$ cat src/conv_frame_pkg.sv
// Shared constants and carrier types for the converter frame controller
package conv_frame_pkg;

  // ----------------------------------------
  // Frame geometry
  // ----------------------------------------
  localparam int unsigned SYNC_STAGES    = 2;
  localparam logic [4:0]  FRAME_EDGES    = 5'd16;
  localparam logic [4:0]  LEAD_ZEROS     = 5'd3;
  localparam int unsigned RESULT_BITS    = 12;
  localparam logic [4:0]  SHDN_FIRST     = 5'd2;
  localparam logic [4:0]  NORMAL_EDGE    = 5'd10;
  localparam logic [4:0]  TRACK_RISE     = 5'd13;
  localparam logic [4:0]  EDGE_CNT_RST   = 5'd0;
  localparam logic [1:0]  WAKE_FRAMES    = 2'd2;

  // ----------------------------------------
  // Power modes and carrier types
  // ----------------------------------------
  typedef enum logic [1:0] {
    MODE_NORMAL,
    MODE_SHUTDOWN,
    MODE_WAKING
  } power_mode_t;

  typedef struct packed {
    logic sclk;
    logic frame_sel_b;
  } link_in_t;

  typedef struct packed {
    logic data;
    logic oe;
  } result_pin_t;

endpackage : conv_frame_pkg

$ cat src/pin_sync.sv
// Two-stage synchroniser for the link pins
`timescale 1ns/1ps
`default_nettype none
module pin_sync
  import conv_frame_pkg::*;
(
  input  wire logic     core_clk,
  input  wire logic     rst_b,
  input  wire link_in_t raw,
  output var  link_in_t synced
);

  typedef struct packed {
    link_in_t meta;
    link_in_t stable;
  } sync_state_t;

  sync_state_t state;
  sync_state_t next_state;

  // ----------------------------------------
  // Idle pins read as select high, clock high
  // ----------------------------------------
  always_comb
  begin
    next_state.meta   = raw;
    next_state.stable = state.meta;
  end

  always_ff @(posedge core_clk or negedge rst_b)
  begin
    if (!rst_b)
      state <= '{meta: '{sclk: 1'b1, frame_sel_b: 1'b1}, stable: '{sclk: 1'b1, frame_sel_b: 1'b1}};
    else
      state <= next_state;
  end

  assign synced = state.stable;

endmodule // pin_sync
`default_nettype wire

$ cat src/conv_frame_ctrl.sv
// Frame, shift-out and power-mode control of the serial converter
//
// Function
// - Output released after sixteen edges; host waits quiet time before reselecting.
// - Select released between edges two and ten: shutdown, abort, tristate output.
// - Select released before the second falling edge leaves mode unchanged.
// - Select in shutdown starts power-up; first result dummy, second valid.
// - Wake frame released before tenth falling edge returns device to shutdown.
// - Fully powered up after sixteen clock cycles of the wake frame.
// - Select falling samples input, enters hold, drives the result output.
// - Three zeros then twelve result bits MSB first, on falling edges.
// - Return from hold to track on the thirteenth rising clock edge.
// - Release between edges ten and sixteen keeps normal, aborts, tristates output.
`timescale 1ns/1ps
`default_nettype none
module conv_frame_ctrl
  import conv_frame_pkg::*;
(
  input  wire logic                   core_clk,
  input  wire logic                   rst_b,
  input  wire logic                   sclk,
  input  wire logic                   frame_sel_b,
  input  wire logic [RESULT_BITS-1:0] sample_code,
  output var  logic                   serial_result_out,
  output var  logic                   serial_result_oe,
  output var  logic                   hold_active,
  output var  logic                   sample_strobe,
  output var  logic                   powered_down,
  output var  logic                   result_valid
);

  typedef struct packed {
    logic                   sclk_q;
    logic                   sel_b_q;
    logic [4:0]             edge_cnt;
    logic [4:0]             rise_cnt;
    logic                   in_frame;
    logic [RESULT_BITS-1:0] shift;
    power_mode_t            mode;
    logic [1:0]             wake_cnt;
    result_pin_t            pin;
    logic                   hold;
    logic                   strobe;
  } ctrl_state_t;

  link_in_t    raw_pins;
  link_in_t    link;
  ctrl_state_t state;
  ctrl_state_t next_state;
  logic        sclk_fall;
  logic        sclk_rise;
  logic        sel_fall;
  logic        sel_rise;
  logic [4:0]  fall_num;
  logic [4:0]  rise_num;

  // ----------------------------------------
  // Pin synchronisation
  // ----------------------------------------
  pin_sync u_sync (
    .core_clk (core_clk),
    .rst_b    (rst_b),
    .raw      (raw_pins),
    .synced   (link)
  );

  assign raw_pins = '{sclk: sclk, frame_sel_b: frame_sel_b};

  // ----------------------------------------
  // Edge detection and counting
  // ----------------------------------------
  function automatic logic is_fall(input logic prev, input logic now);
    is_fall = prev & ~now;
  endfunction

  // Count after one more edge; callers stop it at sixteen
  function automatic logic [4:0] bump(input logic [4:0] count);
    bump = count + 5'd1;
  endfunction

  // Mode left behind when select is released after a number of falls
  function automatic power_mode_t release_mode(input power_mode_t mode,
                                               input logic [4:0]  falls);
    release_mode = mode;
    if (mode == MODE_WAKING)
    begin
      // Noise on select must not wake the part
      if (falls < NORMAL_EDGE)
        release_mode = MODE_SHUTDOWN;
      else
        release_mode = MODE_NORMAL;
    end
    // Before the second fall mode is kept, as glitch rejection
    else if (mode == MODE_NORMAL && falls >= SHDN_FIRST && falls < NORMAL_EDGE)
      release_mode = MODE_SHUTDOWN;
  endfunction

  assign sclk_fall = is_fall(state.sclk_q, link.sclk);
  assign sclk_rise = is_fall(link.sclk, state.sclk_q);
  assign sel_fall  = is_fall(state.sel_b_q, link.frame_sel_b);
  assign sel_rise  = is_fall(link.frame_sel_b, state.sel_b_q);
  assign fall_num  = bump(state.edge_cnt);
  assign rise_num  = bump(state.rise_cnt);

  // ----------------------------------------
  // Frame sequencing
  // ----------------------------------------
  always_comb
  begin
    next_state         = state;
    next_state.sclk_q  = link.sclk;
    next_state.sel_b_q = link.frame_sel_b;
    next_state.strobe  = 1'b0;

    if (sel_fall)
    begin
      // Fresh select fall only; idling low never re-triggers
      next_state.in_frame = 1'b1;
      next_state.edge_cnt = EDGE_CNT_RST;
      next_state.rise_cnt = EDGE_CNT_RST;
      next_state.shift    = sample_code;
      next_state.hold     = 1'b1;
      next_state.strobe   = 1'b1;
      next_state.pin.oe   = 1'b1;
      next_state.pin.data = 1'b0;
      if (state.mode == MODE_SHUTDOWN)
      begin
        next_state.mode     = MODE_WAKING;
        next_state.wake_cnt = 2'd0;
      end
    end
    else if (sel_rise)
    begin
      next_state.in_frame = 1'b0;
      next_state.edge_cnt = EDGE_CNT_RST;
      next_state.pin.oe   = 1'b0;
      // Released pin reads low, no stale result bit lingers
      next_state.pin.data = 1'b0;
      next_state.hold     = 1'b0;
      next_state.mode     = release_mode(state.mode, state.edge_cnt);
    end
    else if (state.in_frame && !link.frame_sel_b)
    begin
      if (sclk_rise && state.rise_cnt < FRAME_EDGES)
      begin
        next_state.rise_cnt = rise_num;
        if (rise_num == TRACK_RISE)
          next_state.hold = 1'b0;
      end
      if (sclk_fall && state.edge_cnt < FRAME_EDGES)
      begin
        next_state.edge_cnt = fall_num;
        if (fall_num == FRAME_EDGES)
        begin
          next_state.pin.oe   = 1'b0;
          next_state.pin.data = 1'b0;
          if (state.mode == MODE_WAKING)
            next_state.mode = MODE_NORMAL;
        end
        else if (fall_num < LEAD_ZEROS)
          next_state.pin.data = 1'b0;
        else
        begin
          // Lead zeros done, result MSB first
          next_state.pin.data = state.shift[RESULT_BITS-1];
          next_state.shift    = {state.shift[RESULT_BITS-2:0], 1'b0};
        end
        if (fall_num == FRAME_EDGES && state.mode != MODE_SHUTDOWN
            && state.wake_cnt < WAKE_FRAMES)
          next_state.wake_cnt = state.wake_cnt + 2'd1;
      end
    end
  end

  always_ff @(posedge core_clk or negedge rst_b)
  begin
    if (!rst_b)
    begin
      state          <= '0;
      state.sclk_q   <= 1'b1;
      state.sel_b_q  <= 1'b1;
      // Power-up mode is unknown to the host; shutdown is the safe pick
      state.mode     <= MODE_SHUTDOWN;
    end
    else
      state <= next_state;
  end

  // ----------------------------------------
  // Outputs, all straight from flops
  // ----------------------------------------
  always_ff @(posedge core_clk or negedge rst_b)
  begin
    if (!rst_b)
    begin
      serial_result_out <= 1'b0;
      serial_result_oe  <= 1'b0;
      hold_active       <= 1'b0;
      sample_strobe     <= 1'b0;
      powered_down      <= 1'b1;
      result_valid      <= 1'b0;
    end
    else
    begin
      serial_result_out <= next_state.pin.data;
      serial_result_oe  <= next_state.pin.oe;
      hold_active       <= next_state.hold;
      sample_strobe     <= next_state.strobe;
      powered_down      <= (next_state.mode == MODE_SHUTDOWN);
      // Dummy frame after wake is flagged unusable
      result_valid      <= (next_state.mode == MODE_NORMAL)
                           && (next_state.wake_cnt >= WAKE_FRAMES);
    end
  end

endmodule // conv_frame_ctrl
`default_nettype wire

$ cat config.mk
export PLATFORM = sky130hd
export DESIGN_NAME = conv_frame_ctrl
export DESIGN_NICKNAME = d
export VERILOG_FILES = /design/src/conv_frame_pkg.sv /design/src/pin_sync.sv /design/src/conv_frame_ctrl.sv
export SDC_FILE = /design/constraint.sdc
export NUM_CORES = 1
export LEC_CHECK = 0
export ABC_AREA = 1
export BUFFER_PORTS_ARGS = -buffer_cell sky130_fd_sc_hd__buf_2
export CAP_MARGIN = 15
export CORE_MARGIN = 2
export CORE_UTILIZATION = 45
export DETAILED_ROUTE_END_ITERATION = 6
export PLACE_DENSITY = 0.66
export SLEW_MARGIN = 20
export SYNTH_ARGS = -nofsm -noshare
export SYNTH_HDL_FRONTEND = slang
export SYNTH_SLANG_ARGS = --single-unit
$ cat constraint.sdc
create_clock -name core_clk -period 1.55 [get_ports core_clk]
set_input_delay 0.0775 -clock core_clk [delete_from_list [all_inputs] [get_ports core_clk]]
set_output_delay 0.0775 -clock core_clk [all_outputs]
set_load 0.02 [all_outputs]
==> impl_metrics.xml, run 1 <==
<?xml version="1.0" encoding="UTF-8"?>
<metrics>
  <group name="synth">
    <metric name="syn_std_cell_area" unit="um^2">2030</metric>
    <metric name="synth_seq_cells" unit="">39</metric>
    <metric name="synth_ff_type" unit="">dfrtp_1</metric>
    <metric name="synth_warnings" unit="">0</metric>
    <metric name="synth.net_count" unit="">273</metric>
    <metric name="yosysMostFrequentCell" unit="">nand2_1</metric>
    <metric name="synth_area_leaders" unit="">dfrtp_1 (38%), nand2_1 (12%), dfstp_2 (10%), nand3_1 (6.7%), nor2_1 (5.7%)</metric>
    <metric name="synthDominantAreaCellType" unit="">dfrtp_1</metric>
    <metric name="asyncSetResetFlopFracSynth" unit="">1.00</metric>
    <metric name="synth_commonest_cells" unit="">nand2_1 (63), dfrtp_1 (31), nor2_1 (31)</metric>
    <metric name="syn_avg_cell_area" unit="um^2">8.14</metric>
    <metric name="synth_enable_flop_cells" unit="">0</metric>
    <metric name="synth_top_cell_area_share" unit="">0.383</metric>
    <metric name="cell_count_after_synthesis" unit="">249</metric>
    <metric name="netlist_cell_types" unit="">28</metric>
    <metric name="synth_sequential_area_ratio" unit="">0.487</metric>
  </group>
  <group name="floorplanning">
    <metric name="initial_utilization" unit="">0.465</metric>
    <metric name="die_h" unit="um">71.1</metric>
    <metric name="die_w" unit="um">71.1</metric>
    <metric name="placeableCoreArea" unit="um^2">4350</metric>
    <metric name="num_io_pins" unit="">22</metric>
    <metric name="placementRows" unit="">24</metric>
    <metric name="fp.dieArea" unit="um^2">5050</metric>
  </group>
  <group name="pwr">
    <metric name="power_report.internal_total" unit="W">0.00211</metric>
    <metric name="p_total" unit="W">0.00304</metric>
    <metric name="p_clk_frac" unit="">0.295</metric>
    <metric name="irDropWorstVdd" unit="mV">0.515</metric>
    <metric name="seq_power_share" unit="">0.430</metric>
    <metric name="power_density" unit="nW/um^2">1090</metric>
    <metric name="power_switching" unit="W">0.000928</metric>
    <metric name="power.leakage" unit="nW">1.33</metric>
    <metric name="power.share.switching" unit="">0.305</metric>
    <metric name="share_comb_of_total_power" unit="">0.275</metric>
  </group>
  <group name="place">
    <metric name="numPlacedInstances" unit="">335</metric>
    <metric name="finalWeightedCongestion" unit="">0.883</metric>
    <metric name="hpwlAfterDp" unit="um">3160</metric>
    <metric name="port_buffers" unit="">21</metric>
  </group>
  <group name="cts">
    <metric name="cts.htree.levels" unit="">2</metric>
    <metric name="clockRootBuffer" unit="">clkbuf_8</metric>
    <metric name="clock_tree_from_tritoncts" unit="">done</metric>
    <metric name="cts_inserted_buffers" unit="">5</metric>
    <metric name="clk_path_buf_depth" unit="">2</metric>
    <metric name="clock_insertion_delay_worst_skew" unit="ns">0.29</metric>
    <metric name="clk_pin_slew" unit="ns">0.08</metric>
    <metric name="cts_num_sinks" unit="">39</metric>
  </group>
  <group name="setup_path">
    <metric name="setup.reg_to_reg.worst_slack" unit="ns">-0.04</metric>
    <metric name="worst_r2r_startpoint" unit="">state[27]</metric>
    <metric name="required" unit="ns">1.77</metric>
    <metric name="crit_path_cell_trace" unit="">ha_4 -&gt; inv_2 -&gt; nand2_2 -&gt; nand3_4 -&gt; inv_2 -&gt; nand3_4 -&gt; buf_6 -&gt; nor2_4 -&gt; nand3_2 -&gt; nand2_2 -&gt; nand2_1 -&gt; nor2_1</metric>
    <metric name="endpoint" unit="">result_valid</metric>
    <metric name="reg2reg_depth" unit="">12</metric>
    <metric name="critical_path.endpoint_type" unit="">flip-flop</metric>
    <metric name="worstSetupStartpoint" unit="">state[27]</metric>
    <metric name="reg2reg_to" unit="">result_valid</metric>
    <metric name="critical_path_peak_fanout" unit="">5</metric>
    <metric name="setup.worst_path.start_class" unit="">flip-flop</metric>
    <metric name="worstSetupPathType" unit="">flip-flop to flip-flop</metric>
    <metric name="cp_slowest_stage_delay" unit="ns">0.45</metric>
    <metric name="cpMaxStageDelayCell" unit="">dfrtp_2</metric>
    <metric name="crit_arrival" unit="ns">1.82</metric>
  </group>
  <group name="timing">
    <metric name="clock-skew-final" unit="ns">0.00497</metric>
    <metric name="slew-limit-headroom" unit="">0.688</metric>
    <metric name="slew_at_the_pin_with_the_worst_max_slew_slack" unit="ns">0.468</metric>
    <metric name="unrepaired_setup_endpoints_after_global_routing" unit="">yes</metric>
    <metric name="hold_viol_final" unit="">0</metric>
    <metric name="clock.fmax" unit="MHz">627</metric>
    <metric name="final_period_minus_worst_setup_slack" unit="ns">1.59</metric>
    <metric name="total_setup_violations_reported_at_the_end_of_the_flow" unit="">13</metric>
    <metric name="pnr_worst_setup_slack" unit="ns">-0.0443</metric>
    <metric name="period_share" unit="">1.03</metric>
    <metric name="final-max-slew-violation-count" unit="">0</metric>
  </group>
  <group name="detailed_routing">
    <metric name="first_iter_violations" unit="">101</metric>
    <metric name="antenna_violating_nets_post_route" unit="">0</metric>
    <metric name="routedWlPerCell" unit="um">13.2</metric>
    <metric name="routed_via_density" unit="">5.05</metric>
    <metric name="vias" unit="">1784</metric>
    <metric name="drc_errors" unit="">0</metric>
    <metric name="overall_routed_net_length" unit="um">4670</metric>
    <metric name="pre_antenna_drt_iters" unit="">4</metric>
  </group>
  <group name="layout">
    <metric name="area_delta_synth_final" unit="%">38.2</metric>
    <metric name="final_cells" unit="">353</metric>
    <metric name="multi_input_area" unit="um^2">1130</metric>
    <metric name="insertedDiodeCount" unit="">0</metric>
    <metric name="final_layout_size_suffix_gt1_frac" unit="">0.375</metric>
    <metric name="fillcell_total" unit="">357</metric>
    <metric name="register_area" unit="um^2">990</metric>
    <metric name="final_nets" unit="">324</metric>
  </group>
  <group name="run">
    <metric name="max_cap_viol_count" unit="">0</metric>
  </group>
  <group name="status">
    <metric name="status" unit="">complete, but fails checks</metric>
    <metric name="violations_in_the_final_reports" unit="">setup timing</metric>
  </group>
  <group name="global_route">
    <metric name="grt_antenna_before_repair" unit="">0</metric>
    <metric name="globalRouteTotalUtil" unit="">0.191</metric>
    <metric name="number_of_global_route_vias_before_repair" unit="">1655</metric>
    <metric name="grt_max_degree" unit="">21</metric>
    <metric name="grt_remaining_overflow" unit="">0</metric>
    <metric name="grt_first_pass_wirelength" unit="um">7630</metric>
  </group>
  <group name="worst_hold_path">
    <metric name="timing.hold.worst.class" unit="">input pin to flip-flop</metric>
  </group>
</metrics>
## worst min-delay path by stage
stage	startpoint	to	slack, ns	depth (start not counted)
floorplan	rst_b	asynchronous set/reset pin	-0.22	0
global placement	rst_b	state[8]	0.06	1
detailed placement	rst_b	state[8]	0.06	1
CTS	sample_code[0]	state[8]	0.04	3
global route	sample_code[0]	state[8]	0.08	3
finish	sample_code[0]	state[8]	0.04	3
## layer usage
layer | vias up | GRT usage | part of all wire
met3 | 5 | 0.0456 | 0.036
met1 | 837 | 0.268 | 0.47
li1 | 901 | - | -
met5 | - | 0 | 0
met2 | 41 | 0.298 | 0.49
met4 | 0 | 0.0566 | 0.0090
## registers in the layout, summed over array words and instances, names as in the netlist, named ones only
name               flops
u_sync.synced          2
serial_result_oe       1
u_sync.next_state      2
sample_strobe          1
powered_down           1
result_valid           1
serial_result_out      1
hold_active            1
state                 28
## metrics by stage
| step | setup slack [ns] | TNS (ns) | instance area (um^2) | util | hold WS, ns |
|---|---|---|---|---|---|
| 2_1_floorplan | 0.0173 | 0 | 2030 | - | -0.218 |
| 3_3_place_gp | -0.118 | -0.807 | 2330 | 0.534 | 0.0581 |
| 3_5_place_dp | -0.110 | -1.24 | 2330 | 0.534 | 0.0600 |
| 4_1_cts | 0.00344 | 0 | 2560 | 0.587 | 0.0372 |
| 5_1_grt | -0.148 | -2.17 | 2800 | 0.643 | 0.0769 |
| 6_report | -0.0443 | -0.244 | 2800 | 0.643 | 0.0389 |
## worst max-delay path, delay by kind of cell, from the launching register on
family,cells,cell delay [ns]
flops,1,0.45
fa+ha+maj,1,0.20
simple gates,8,0.61
buf+inv,3,0.24
## power by group through the flow
stage / Clock, W / Combinational, W / Sequential [W]
3_5_place_dp: 0 / 0.000622 / 0.00129
5_1_grt: 0.000961 / 0.000934 / 0.00133
6_report: 0.000896 / 0.000837 / 0.00131
2_1_floorplan: 0 / 0.000374 / 0.00129
3_3_place_gp: 0 / 0.000615 / 0.00129
4_1_cts: 0.000918 / 0.000659 / 0.00129
## cell usage in the layout (no fill, tap or decap), types with 4 or more instances in the layout
cell / n
nand2_1: 54
nor2_1: 30
dfrtp_1: 28
inv_1: 21
nand3_1: 21
buf_2: 21
buf_4: 17
o21ai_0: 10
nand2_2: 8
dfstp_2: 8
inv_2: 7
buf_6: 7
nand3_2: 6
clkbuf_8: 6
nand2_4: 5
nand4_1: 5
ha_4: 5
nand3_4: 4
a21oi_1: 4
## cell families (layout without fill, tap and decap cells)
family                     after synthesis  count (layout)  synth area share
AOI/OAI and AO/OA                       24              24            0.0692
xor gates and xnor gates                 3               3            0.0130
adders and majority gates                8               8            0.0494
buffers and inverters                   36              87            0.0760
DFF                                     39              39             0.487
and+or+nand+nor                        139             140             0.306
## area by class of cell
cell class              count  share of cell area
clock inverters             2              0.0139
flip-flops and latches     39               0.353
clock buffers               6              0.0295
well taps                  52              0.0232
inverters                  29              0.0402
repair buffers             50               0.136
multi-input cells         175               0.403
## timing repair
action,CTS,global route
pin swaps,6,14
gates cloned,0,2
setup buffers,1,4
gates resized for setup,19,46
setup endpoints to repair,23,28
hold endpoints to repair,18,0
hold buffers,3,0
Note: power is estimated with default switching activity, not from simulation.
==> run 2, diff against run 1 <==
--- a/config.mk
+++ b/config.mk
@@ -11,6 +11,7 @@
 export CORE_MARGIN = 2
 export CORE_UTILIZATION = 45
 export DETAILED_ROUTE_END_ITERATION = 6
+export GPL_TIMING_DRIVEN = 0
 export PLACE_DENSITY = 0.66
 export SLEW_MARGIN = 20
 export SYNTH_ARGS = -nofsm -noshare
==> run 2 against run 1 <==
  * The run still ends with setup timing left
  * Largest cell class unchanged
  * Wire length is 2.7% higher
  * Global-route usage is 0.72 points higher
  * Sequential power hardly changed
  * Critical path depth is 3 lower
  * Cell count is 1.1% lower
  * Clock skew is 0.0076 ns higher
  * Flip-flop and latch count stayed put
  * Total power is 2.5% lower
==> impl_metrics.xml, run 2 (synthesis gave the netlist of run 1 again) <==
<?xml version="1.0" encoding="UTF-8"?>
<metrics>
  <group name="status">
    <metric name="status" unit="">complete, but fails checks</metric>
    <metric name="violations_in_the_final_reports" unit="">setup timing</metric>
  </group>
  <group name="timing">
    <metric name="worst_hold_slack" unit="ns">0.0376</metric>
    <metric name="setup_total_negative_slack" unit="ns">-0.456</metric>
    <metric name="unrepaired_setup_endpoints_after_global_routing" unit="">yes</metric>
    <metric name="slew_at_the_pin_with_the_worst_max_slew_slack" unit="ns">0.855</metric>
    <metric name="period_share" unit="">1.03</metric>
    <metric name="hold_viol_final" unit="">0</metric>
    <metric name="clock-skew-final" unit="ns">0.0126</metric>
    <metric name="final_period_minus_worst_setup_slack" unit="ns">1.60</metric>
    <metric name="clock.fmax" unit="MHz">625</metric>
    <metric name="total_setup_violations_reported_at_the_end_of_the_flow" unit="">12</metric>
    <metric name="pnr_worst_setup_slack" unit="ns">-0.0503</metric>
    <metric name="final-max-slew-violation-count" unit="">0</metric>
    <metric name="slew-limit-headroom" unit="">0.430</metric>
  </group>
  <group name="layout">
    <metric name="most_frequent_standard_cell_in_the_layout_excluding_fill_and_tap_cells" unit="">nand2_1</metric>
    <metric name="multi_input_area" unit="um^2">1110</metric>
    <metric name="fillcell_total" unit="">354</metric>
    <metric name="insertedDiodeCount" unit="">0</metric>
    <metric name="final_layout_size_suffix_gt1_frac" unit="">0.411</metric>
    <metric name="final_cells" unit="">349</metric>
    <metric name="flip_flop_count_of_the_largest_register_after_layout" unit="">28</metric>
    <metric name="register_area" unit="um^2">988</metric>
    <metric name="final_nets" unit="">320</metric>
    <metric name="final_cell_mix" unit="">nand2_1 (38), nor2_1 (29), dfrtp_1 (29)</metric>
    <metric name="registers.top_by_ff_count" unit="">state</metric>
    <metric name="area_delta_synth_final" unit="%">35.1</metric>
  </group>
  <group name="cts">
    <metric name="cts_num_sinks" unit="">39</metric>
    <metric name="cts_inserted_buffers" unit="">5</metric>
    <metric name="clk_path_buf_depth" unit="">2</metric>
    <metric name="cts.htree.levels" unit="">2</metric>
    <metric name="clock_tree_from_tritoncts" unit="">done</metric>
    <metric name="clk_pin_slew" unit="ns">0.08</metric>
    <metric name="clockRootBuffer" unit="">clkbuf_8</metric>
    <metric name="clock_insertion_delay_worst_skew" unit="ns">0.30</metric>
  </group>
  <group name="floorplanning">
    <metric name="initial_utilization" unit="">0.465</metric>
    <metric name="placeableCoreArea" unit="um^2">4350</metric>
    <metric name="fp.dieArea" unit="um^2">5050</metric>
    <metric name="num_io_pins" unit="">22</metric>
    <metric name="die_h" unit="um">71.1</metric>
    <metric name="placementRows" unit="">24</metric>
    <metric name="die_w" unit="um">71.1</metric>
  </group>
  <group name="detailed_routing">
    <metric name="pre_antenna_drt_iters" unit="">4</metric>
    <metric name="antenna_violating_nets_post_route" unit="">0</metric>
    <metric name="routedWlPerCell" unit="um">13.7</metric>
    <metric name="vias" unit="">1769</metric>
    <metric name="first_iter_violations" unit="">86</metric>
    <metric name="drc_errors" unit="">0</metric>
    <metric name="routed_via_density" unit="">5.07</metric>
    <metric name="overall_routed_net_length" unit="um">4800</metric>
  </group>
  <group name="pwr">
    <metric name="irDropWorstVdd" unit="mV">0.604</metric>
    <metric name="power.leakage" unit="nW">1.32</metric>
    <metric name="power_density" unit="nW/um^2">1080</metric>
  </group>
  <group name="setup_path">
    <metric name="critical_path_peak_fanout" unit="">5</metric>
    <metric name="setup.worst_path.start_class" unit="">flip-flop</metric>
    <metric name="required" unit="ns">1.75</metric>
    <metric name="worstSetupStartpoint" unit="">state[26]</metric>
    <metric name="worst_r2r_startpoint" unit="">state[26]</metric>
    <metric name="crit_arrival" unit="ns">1.80</metric>
    <metric name="worstSetupPathType" unit="">flip-flop to flip-flop</metric>
    <metric name="critical_path.endpoint_type" unit="">flip-flop</metric>
  </group>
  <group name="place">
    <metric name="port_buffers" unit="">21</metric>
    <metric name="finalWeightedCongestion" unit="">0.848</metric>
    <metric name="numPlacedInstances" unit="">322</metric>
    <metric name="hpwlAfterDp" unit="um">2910</metric>
  </group>
  <group name="global_route">
    <metric name="grt_max_degree" unit="">40</metric>
    <metric name="number_of_global_route_vias_before_repair" unit="">1709</metric>
    <metric name="grt_antenna_before_repair" unit="">0</metric>
    <metric name="grt_remaining_overflow" unit="">0</metric>
    <metric name="grt_first_pass_wirelength" unit="um">7820</metric>
    <metric name="globalRouteTotalUtil" unit="">0.198</metric>
  </group>
  <group name="run">
    <metric name="max_cap_viol_count" unit="">0</metric>
  </group>
  <group name="worst_hold_path">
    <metric name="timing.hold.worst.class" unit="">input pin to flip-flop</metric>
    <metric name="min-delay-start" unit="">sample_code[0]</metric>
  </group>
</metrics>
==> run 2: through the flow <==
| stage | total power (W) | worst slack, ns | utilization | area, um^2 |
|---|---|---|---|---|
| after floorplan | 0.00166 | 0.0173 | - | 2030 |
| after global placement | 0.00180 | -0.269 | 0.505 | 2200 |
| after detailed placement | 0.00182 | -0.283 | 0.505 | 2200 |
| after CTS | 0.00283 | -0.0255 | 0.590 | 2570 |
| after global routing | 0.00313 | -0.141 | 0.629 | 2740 |
| final | 0.00296 | -0.0503 | 0.629 | 2740 |
==> run 2: power breakdown <==
group / switching (W) / internal [W] / total (W)
Clock: 0.000368 / 0.000480 / 0.000849
Sequential: 0.000113 / 0.00117 / 0.00129
Combinational: 0.000447 / 0.000382 / 0.000828
==> run 2: what timing repair did <==
| action | CTS | global route |
|---|---|---|
| pin swaps | 7 | 12 |
| endpoints found under the hold margin | 33 | 0 |
| hold buffers | 3 | 0 |
| gates cloned | 2 | 0 |
| buffers inserted | 10 | 4 |
| endpoints found under the setup margin | 32 | 25 |
| gates resized for setup | 47 | 38 |
==> run 2: final timing paths <==
path,to,slack (ns),cells past startpoint
max in group asynchronous,state[27],0.52,2
min,state[8],0.04,3
min in group asynchronous,state[11],0.42,2
min reg2reg,u_sync.synced[0],0.36,0
max reg2reg,state[19],-0.05,9
max,state[19],-0.05,9
==> run 2: final cells by class <==
| cell class | instances | area share |
|---|---|---|
| Clock buffer | 6 | 0.0265 |
| Buffer | 7 | 0.0297 |
| Inverter | 29 | 0.0425 |
| Clock inverter | 2 | 0.0137 |
| Tap cell | 52 | 0.0238 |
| Timing Repair Buffer | 40 | 0.0973 |
| Sequential cell | 39 | 0.361 |
| Multi-Input combinational cell | 174 | 0.405 |
==> run 2: routing by layer <==
metal	share of wire	vias up	GRT usage	wire length, um
li1	-	894	-	-
met1	0.45	838	0.253	2150
met2	0.51	28	0.330	2430
met3	0.026	9	0.0470	126
met4	0.019	0	0.0734	92
met5	0	-	0	0
==> run 2: critical path, stage by stage (launching register included) <==
cell and delay (ns):
dfrtp_2 0.45, ha_4 0.20, nand4_1 0.15, nand2_4 0.13, o2111ai_4 0.13, nand3_4 0.12
nand2_4 0.08, buf_6 0.14, nand2_2 0.06, nand2_1 0.04
==> run 3, diff against run 2 <==
--- a/config.mk
+++ b/config.mk
@@ -13,6 +13,7 @@
 export DETAILED_ROUTE_END_ITERATION = 6
 export GPL_TIMING_DRIVEN = 0
 export PLACE_DENSITY = 0.66
+export RECOVER_POWER = 25
 export SLEW_MARGIN = 20
 export SYNTH_ARGS = -nofsm -noshare
 export SYNTH_HDL_FRONTEND = slang
==> run 3 against run 2 <==
  * Count of clock-buffer cells in the layout unchanged
  * Core utilization down 0.17 points
  * Maximum frequency about the same
  * Die area unchanged
  * Design area down 0.27%
  * Cell count unchanged
  * Critical endpoint unchanged
  * The flow still finishes with violations (setup timing)
  * First-iteration DRC count up 7.0%
  * Hold slack about the same
  * Largest power group unchanged
  * Non-clock buffer count unchanged
==> impl_metrics.xml, run 3 (synthesis gave the netlist of run 1 again) <==
<?xml version="1.0" encoding="UTF-8"?>
<metrics>
  <group name="layout">
    <metric name="final_layout_size_suffix_gt1_frac" unit="">0.387</metric>
    <metric name="final_nets" unit="">320</metric>
    <metric name="area_delta_synth_final" unit="%">34.8</metric>
    <metric name="post-route-util" unit="">0.627</metric>
    <metric name="most_frequent_standard_cell_in_the_layout_excluding_fill_and_tap_cells" unit="">nand2_1</metric>
    <metric name="insertedDiodeCount" unit="">0</metric>
    <metric name="registers.top_by_ff_count" unit="">state</metric>
    <metric name="flip_flop_count_of_the_largest_register_after_layout" unit="">28</metric>
    <metric name="final_cell_mix" unit="">nand2_1 (38), nor2_1 (29), dfrtp_1 (29)</metric>
  </group>
  <group name="timing">
    <metric name="period_share" unit="">1.03</metric>
    <metric name="pnr_worst_setup_slack" unit="ns">-0.0512</metric>
    <metric name="final_period_minus_worst_setup_slack" unit="ns">1.60</metric>
    <metric name="slew_at_the_pin_with_the_worst_max_slew_slack" unit="ns">0.962</metric>
    <metric name="slew-limit-headroom" unit="">0.359</metric>
    <metric name="final-max-slew-violation-count" unit="">0</metric>
    <metric name="worst_hold_slack" unit="ns">0.0379</metric>
    <metric name="hold_viol_final" unit="">0</metric>
    <metric name="clock-skew-final" unit="ns">0.0124</metric>
    <metric name="clock.fmax" unit="MHz">625</metric>
    <metric name="setup_total_negative_slack" unit="ns">-0.470</metric>
    <metric name="unrepaired_setup_endpoints_after_global_routing" unit="">yes</metric>
    <metric name="total_setup_violations_reported_at_the_end_of_the_flow" unit="">12</metric>
  </group>
  <group name="global_route">
    <metric name="grt_first_pass_wirelength" unit="um">7820</metric>
    <metric name="number_of_global_route_vias_before_repair" unit="">1709</metric>
    <metric name="grt_remaining_overflow" unit="">0</metric>
    <metric name="grt_max_degree" unit="">40</metric>
    <metric name="grt_antenna_before_repair" unit="">0</metric>
    <metric name="globalRouteTotalUtil" unit="">0.198</metric>
  </group>
  <group name="cts">
    <metric name="clockRootBuffer" unit="">clkbuf_8</metric>
    <metric name="cts_num_sinks" unit="">39</metric>
    <metric name="cts.htree.levels" unit="">2</metric>
    <metric name="clock_insertion_delay_worst_skew" unit="ns">0.30</metric>
    <metric name="clk_path_buf_depth" unit="">2</metric>
    <metric name="clk_pin_slew" unit="ns">0.08</metric>
    <metric name="cts_inserted_buffers" unit="">5</metric>
    <metric name="clock_tree_from_tritoncts" unit="">done</metric>
  </group>
  <group name="setup_path">
    <metric name="setup.worst_path.start_class" unit="">flip-flop</metric>
    <metric name="cpMaxStageDelayCell" unit="">dfrtp_2</metric>
    <metric name="crit_path_cell_trace" unit="">ha_4 -&gt; nand4_1 -&gt; nand2_4 -&gt; o2111ai_4 -&gt; nand3_4 -&gt; nand2_4 -&gt; buf_6 -&gt; nand2_2 -&gt; nand2_1</metric>
    <metric name="worstSetupPathType" unit="">flip-flop to flip-flop</metric>
    <metric name="crit_arrival" unit="ns">1.80</metric>
    <metric name="worst-path-buf-inv" unit="">1</metric>
    <metric name="critical_path_peak_fanout" unit="">5</metric>
    <metric name="timing.critical_path.mode_cell" unit="">nand2_4</metric>
    <metric name="reg2reg_to" unit="">state[19]</metric>
    <metric name="reg2reg_depth" unit="">9</metric>
    <metric name="critical_path.endpoint_type" unit="">flip-flop</metric>
    <metric name="cp_slowest_stage_delay" unit="ns">0.45</metric>
    <metric name="worst_r2r_startpoint" unit="">state[26]</metric>
    <metric name="required" unit="ns">1.75</metric>
    <metric name="worst_path_dominant_cell_family" unit="">simple AND/OR/NAND/NOR gates</metric>
    <metric name="setup.reg_to_reg.worst_slack" unit="ns">-0.05</metric>
  </group>
  <group name="floorplanning">
    <metric name="die_h" unit="um">71.1</metric>
    <metric name="initial_utilization" unit="">0.465</metric>
    <metric name="placementRows" unit="">24</metric>
    <metric name="num_io_pins" unit="">22</metric>
    <metric name="fp.dieArea" unit="um^2">5050</metric>
    <metric name="die_w" unit="um">71.1</metric>
    <metric name="placeableCoreArea" unit="um^2">4350</metric>
  </group>
  <group name="pwr">
    <metric name="power_density" unit="nW/um^2">1080</metric>
    <metric name="power.leakage" unit="nW">1.29</metric>
    <metric name="irDropWorstVdd" unit="mV">0.604</metric>
  </group>
  <group name="status">
    <metric name="violations_in_the_final_reports" unit="">setup timing</metric>
    <metric name="status" unit="">complete, but fails checks</metric>
  </group>
  <group name="place">
    <metric name="port_buffers" unit="">21</metric>
    <metric name="finalWeightedCongestion" unit="">0.848</metric>
    <metric name="hpwlAfterDp" unit="um">2910</metric>
  </group>
  <group name="detailed_routing">
    <metric name="antenna_violating_nets_post_route" unit="">0</metric>
    <metric name="drc_errors" unit="">0</metric>
    <metric name="first_iter_violations" unit="">92</metric>
    <metric name="routedWlPerCell" unit="um">13.8</metric>
    <metric name="overall_routed_net_length" unit="um">4820</metric>
    <metric name="pre_antenna_drt_iters" unit="">4</metric>
    <metric name="routed_via_density" unit="">5.07</metric>
    <metric name="vias" unit="">1769</metric>
  </group>
  <group name="worst_hold_path">
    <metric name="min-delay-start" unit="">sample_code[0]</metric>
    <metric name="hold_end" unit="">state[8]</metric>
    <metric name="timing.hold.worst.class" unit="">input pin to flip-flop</metric>
    <metric name="holdPathStages" unit="">3</metric>
  </group>
  <group name="run">
    <metric name="max_cap_viol_count" unit="">0</metric>
  </group>
</metrics>
==> run 3: area by class of cell <==
| class | instances | area, um^2 |
|---|---|---|
| timing repair buffer | 40 | 259 |
| clock buffer | 6 | 72.6 |
| multi-input combinational | 174 | 1110 |
| buffer | 7 | 81.3 |
| sequential | 39 | 988 |
| clock inverter | 2 | 37.5 |
| inverter | 29 | 116 |
| tap | 52 | 65.1 |
| fill | 358 | 1620 |
==> run 3: worst max path at each step <==
| stage | end | slack, ns | cells after the start | from |
|---|---|---|---|---|
| after floorplan | state[15] | 0.02 | 10 | state[26] |
| after global placement | state[18] | -0.27 | 9 | u_sync.synced[0] |
| after detailed placement | state[18] | -0.28 | 9 | u_sync.synced[0] |
| after CTS | state[16] | -0.03 | 10 | state[26] |
| after global routing | state[14] | -0.14 | 9 | state[26] |
| final | state[19] | -0.05 | 9 | state[26] |
==> run 3: metal layers <==
metal | GRT usage | routed length, um | vias up | part of all wire
li1 | - | - | 894 | -
met1 | 0.253 | 2170 | 834 | 0.45
met2 | 0.330 | 2410 | 32 | 0.50
met3 | 0.0470 | 144 | 9 | 0.030
met4 | 0.0734 | 93 | 0 | 0.019
met5 | 0 | 0 | - | 0
==> run 3: timing repair <==
item                       CTS  global route
hold endpoints to repair    33             0
hold buffers                 3             0
cloned                       2             0
gates resized for setup     47            38
buffers inserted            10             4
pin swaps                    7            12
setup endpoints to repair   32            25
==> run 3: power breakdown <==
part	switching, W	total [W]	leakage, nW	internal, W
clock	0.000368	0.000849	0.0514	0.000480
sequential	0.000114	0.00129	0.479	0.00117
combinational	0.000446	0.000825	0.764	0.000378
total	0.000929	0.00296	1.29	0.00203
==> run 3: metrics by stage <==
stage	std cells	total power, W	setup WS, ns	area [um^2]
floorplan	249	0.00166	0.0173	2030
global placement	322	0.00180	-0.269	2200
detailed placement	322	0.00182	-0.283	2200
CTS	345	0.00283	-0.0255	2570
global route	349	0.00313	-0.141	2730
finish	349	0.00296	-0.0512	2730
==> run 3: worst min-delay path, cell delays in order <==
cell,delay (ns)
buf_2,0.10
nand3_1,0.06
o21ai_1,0.06
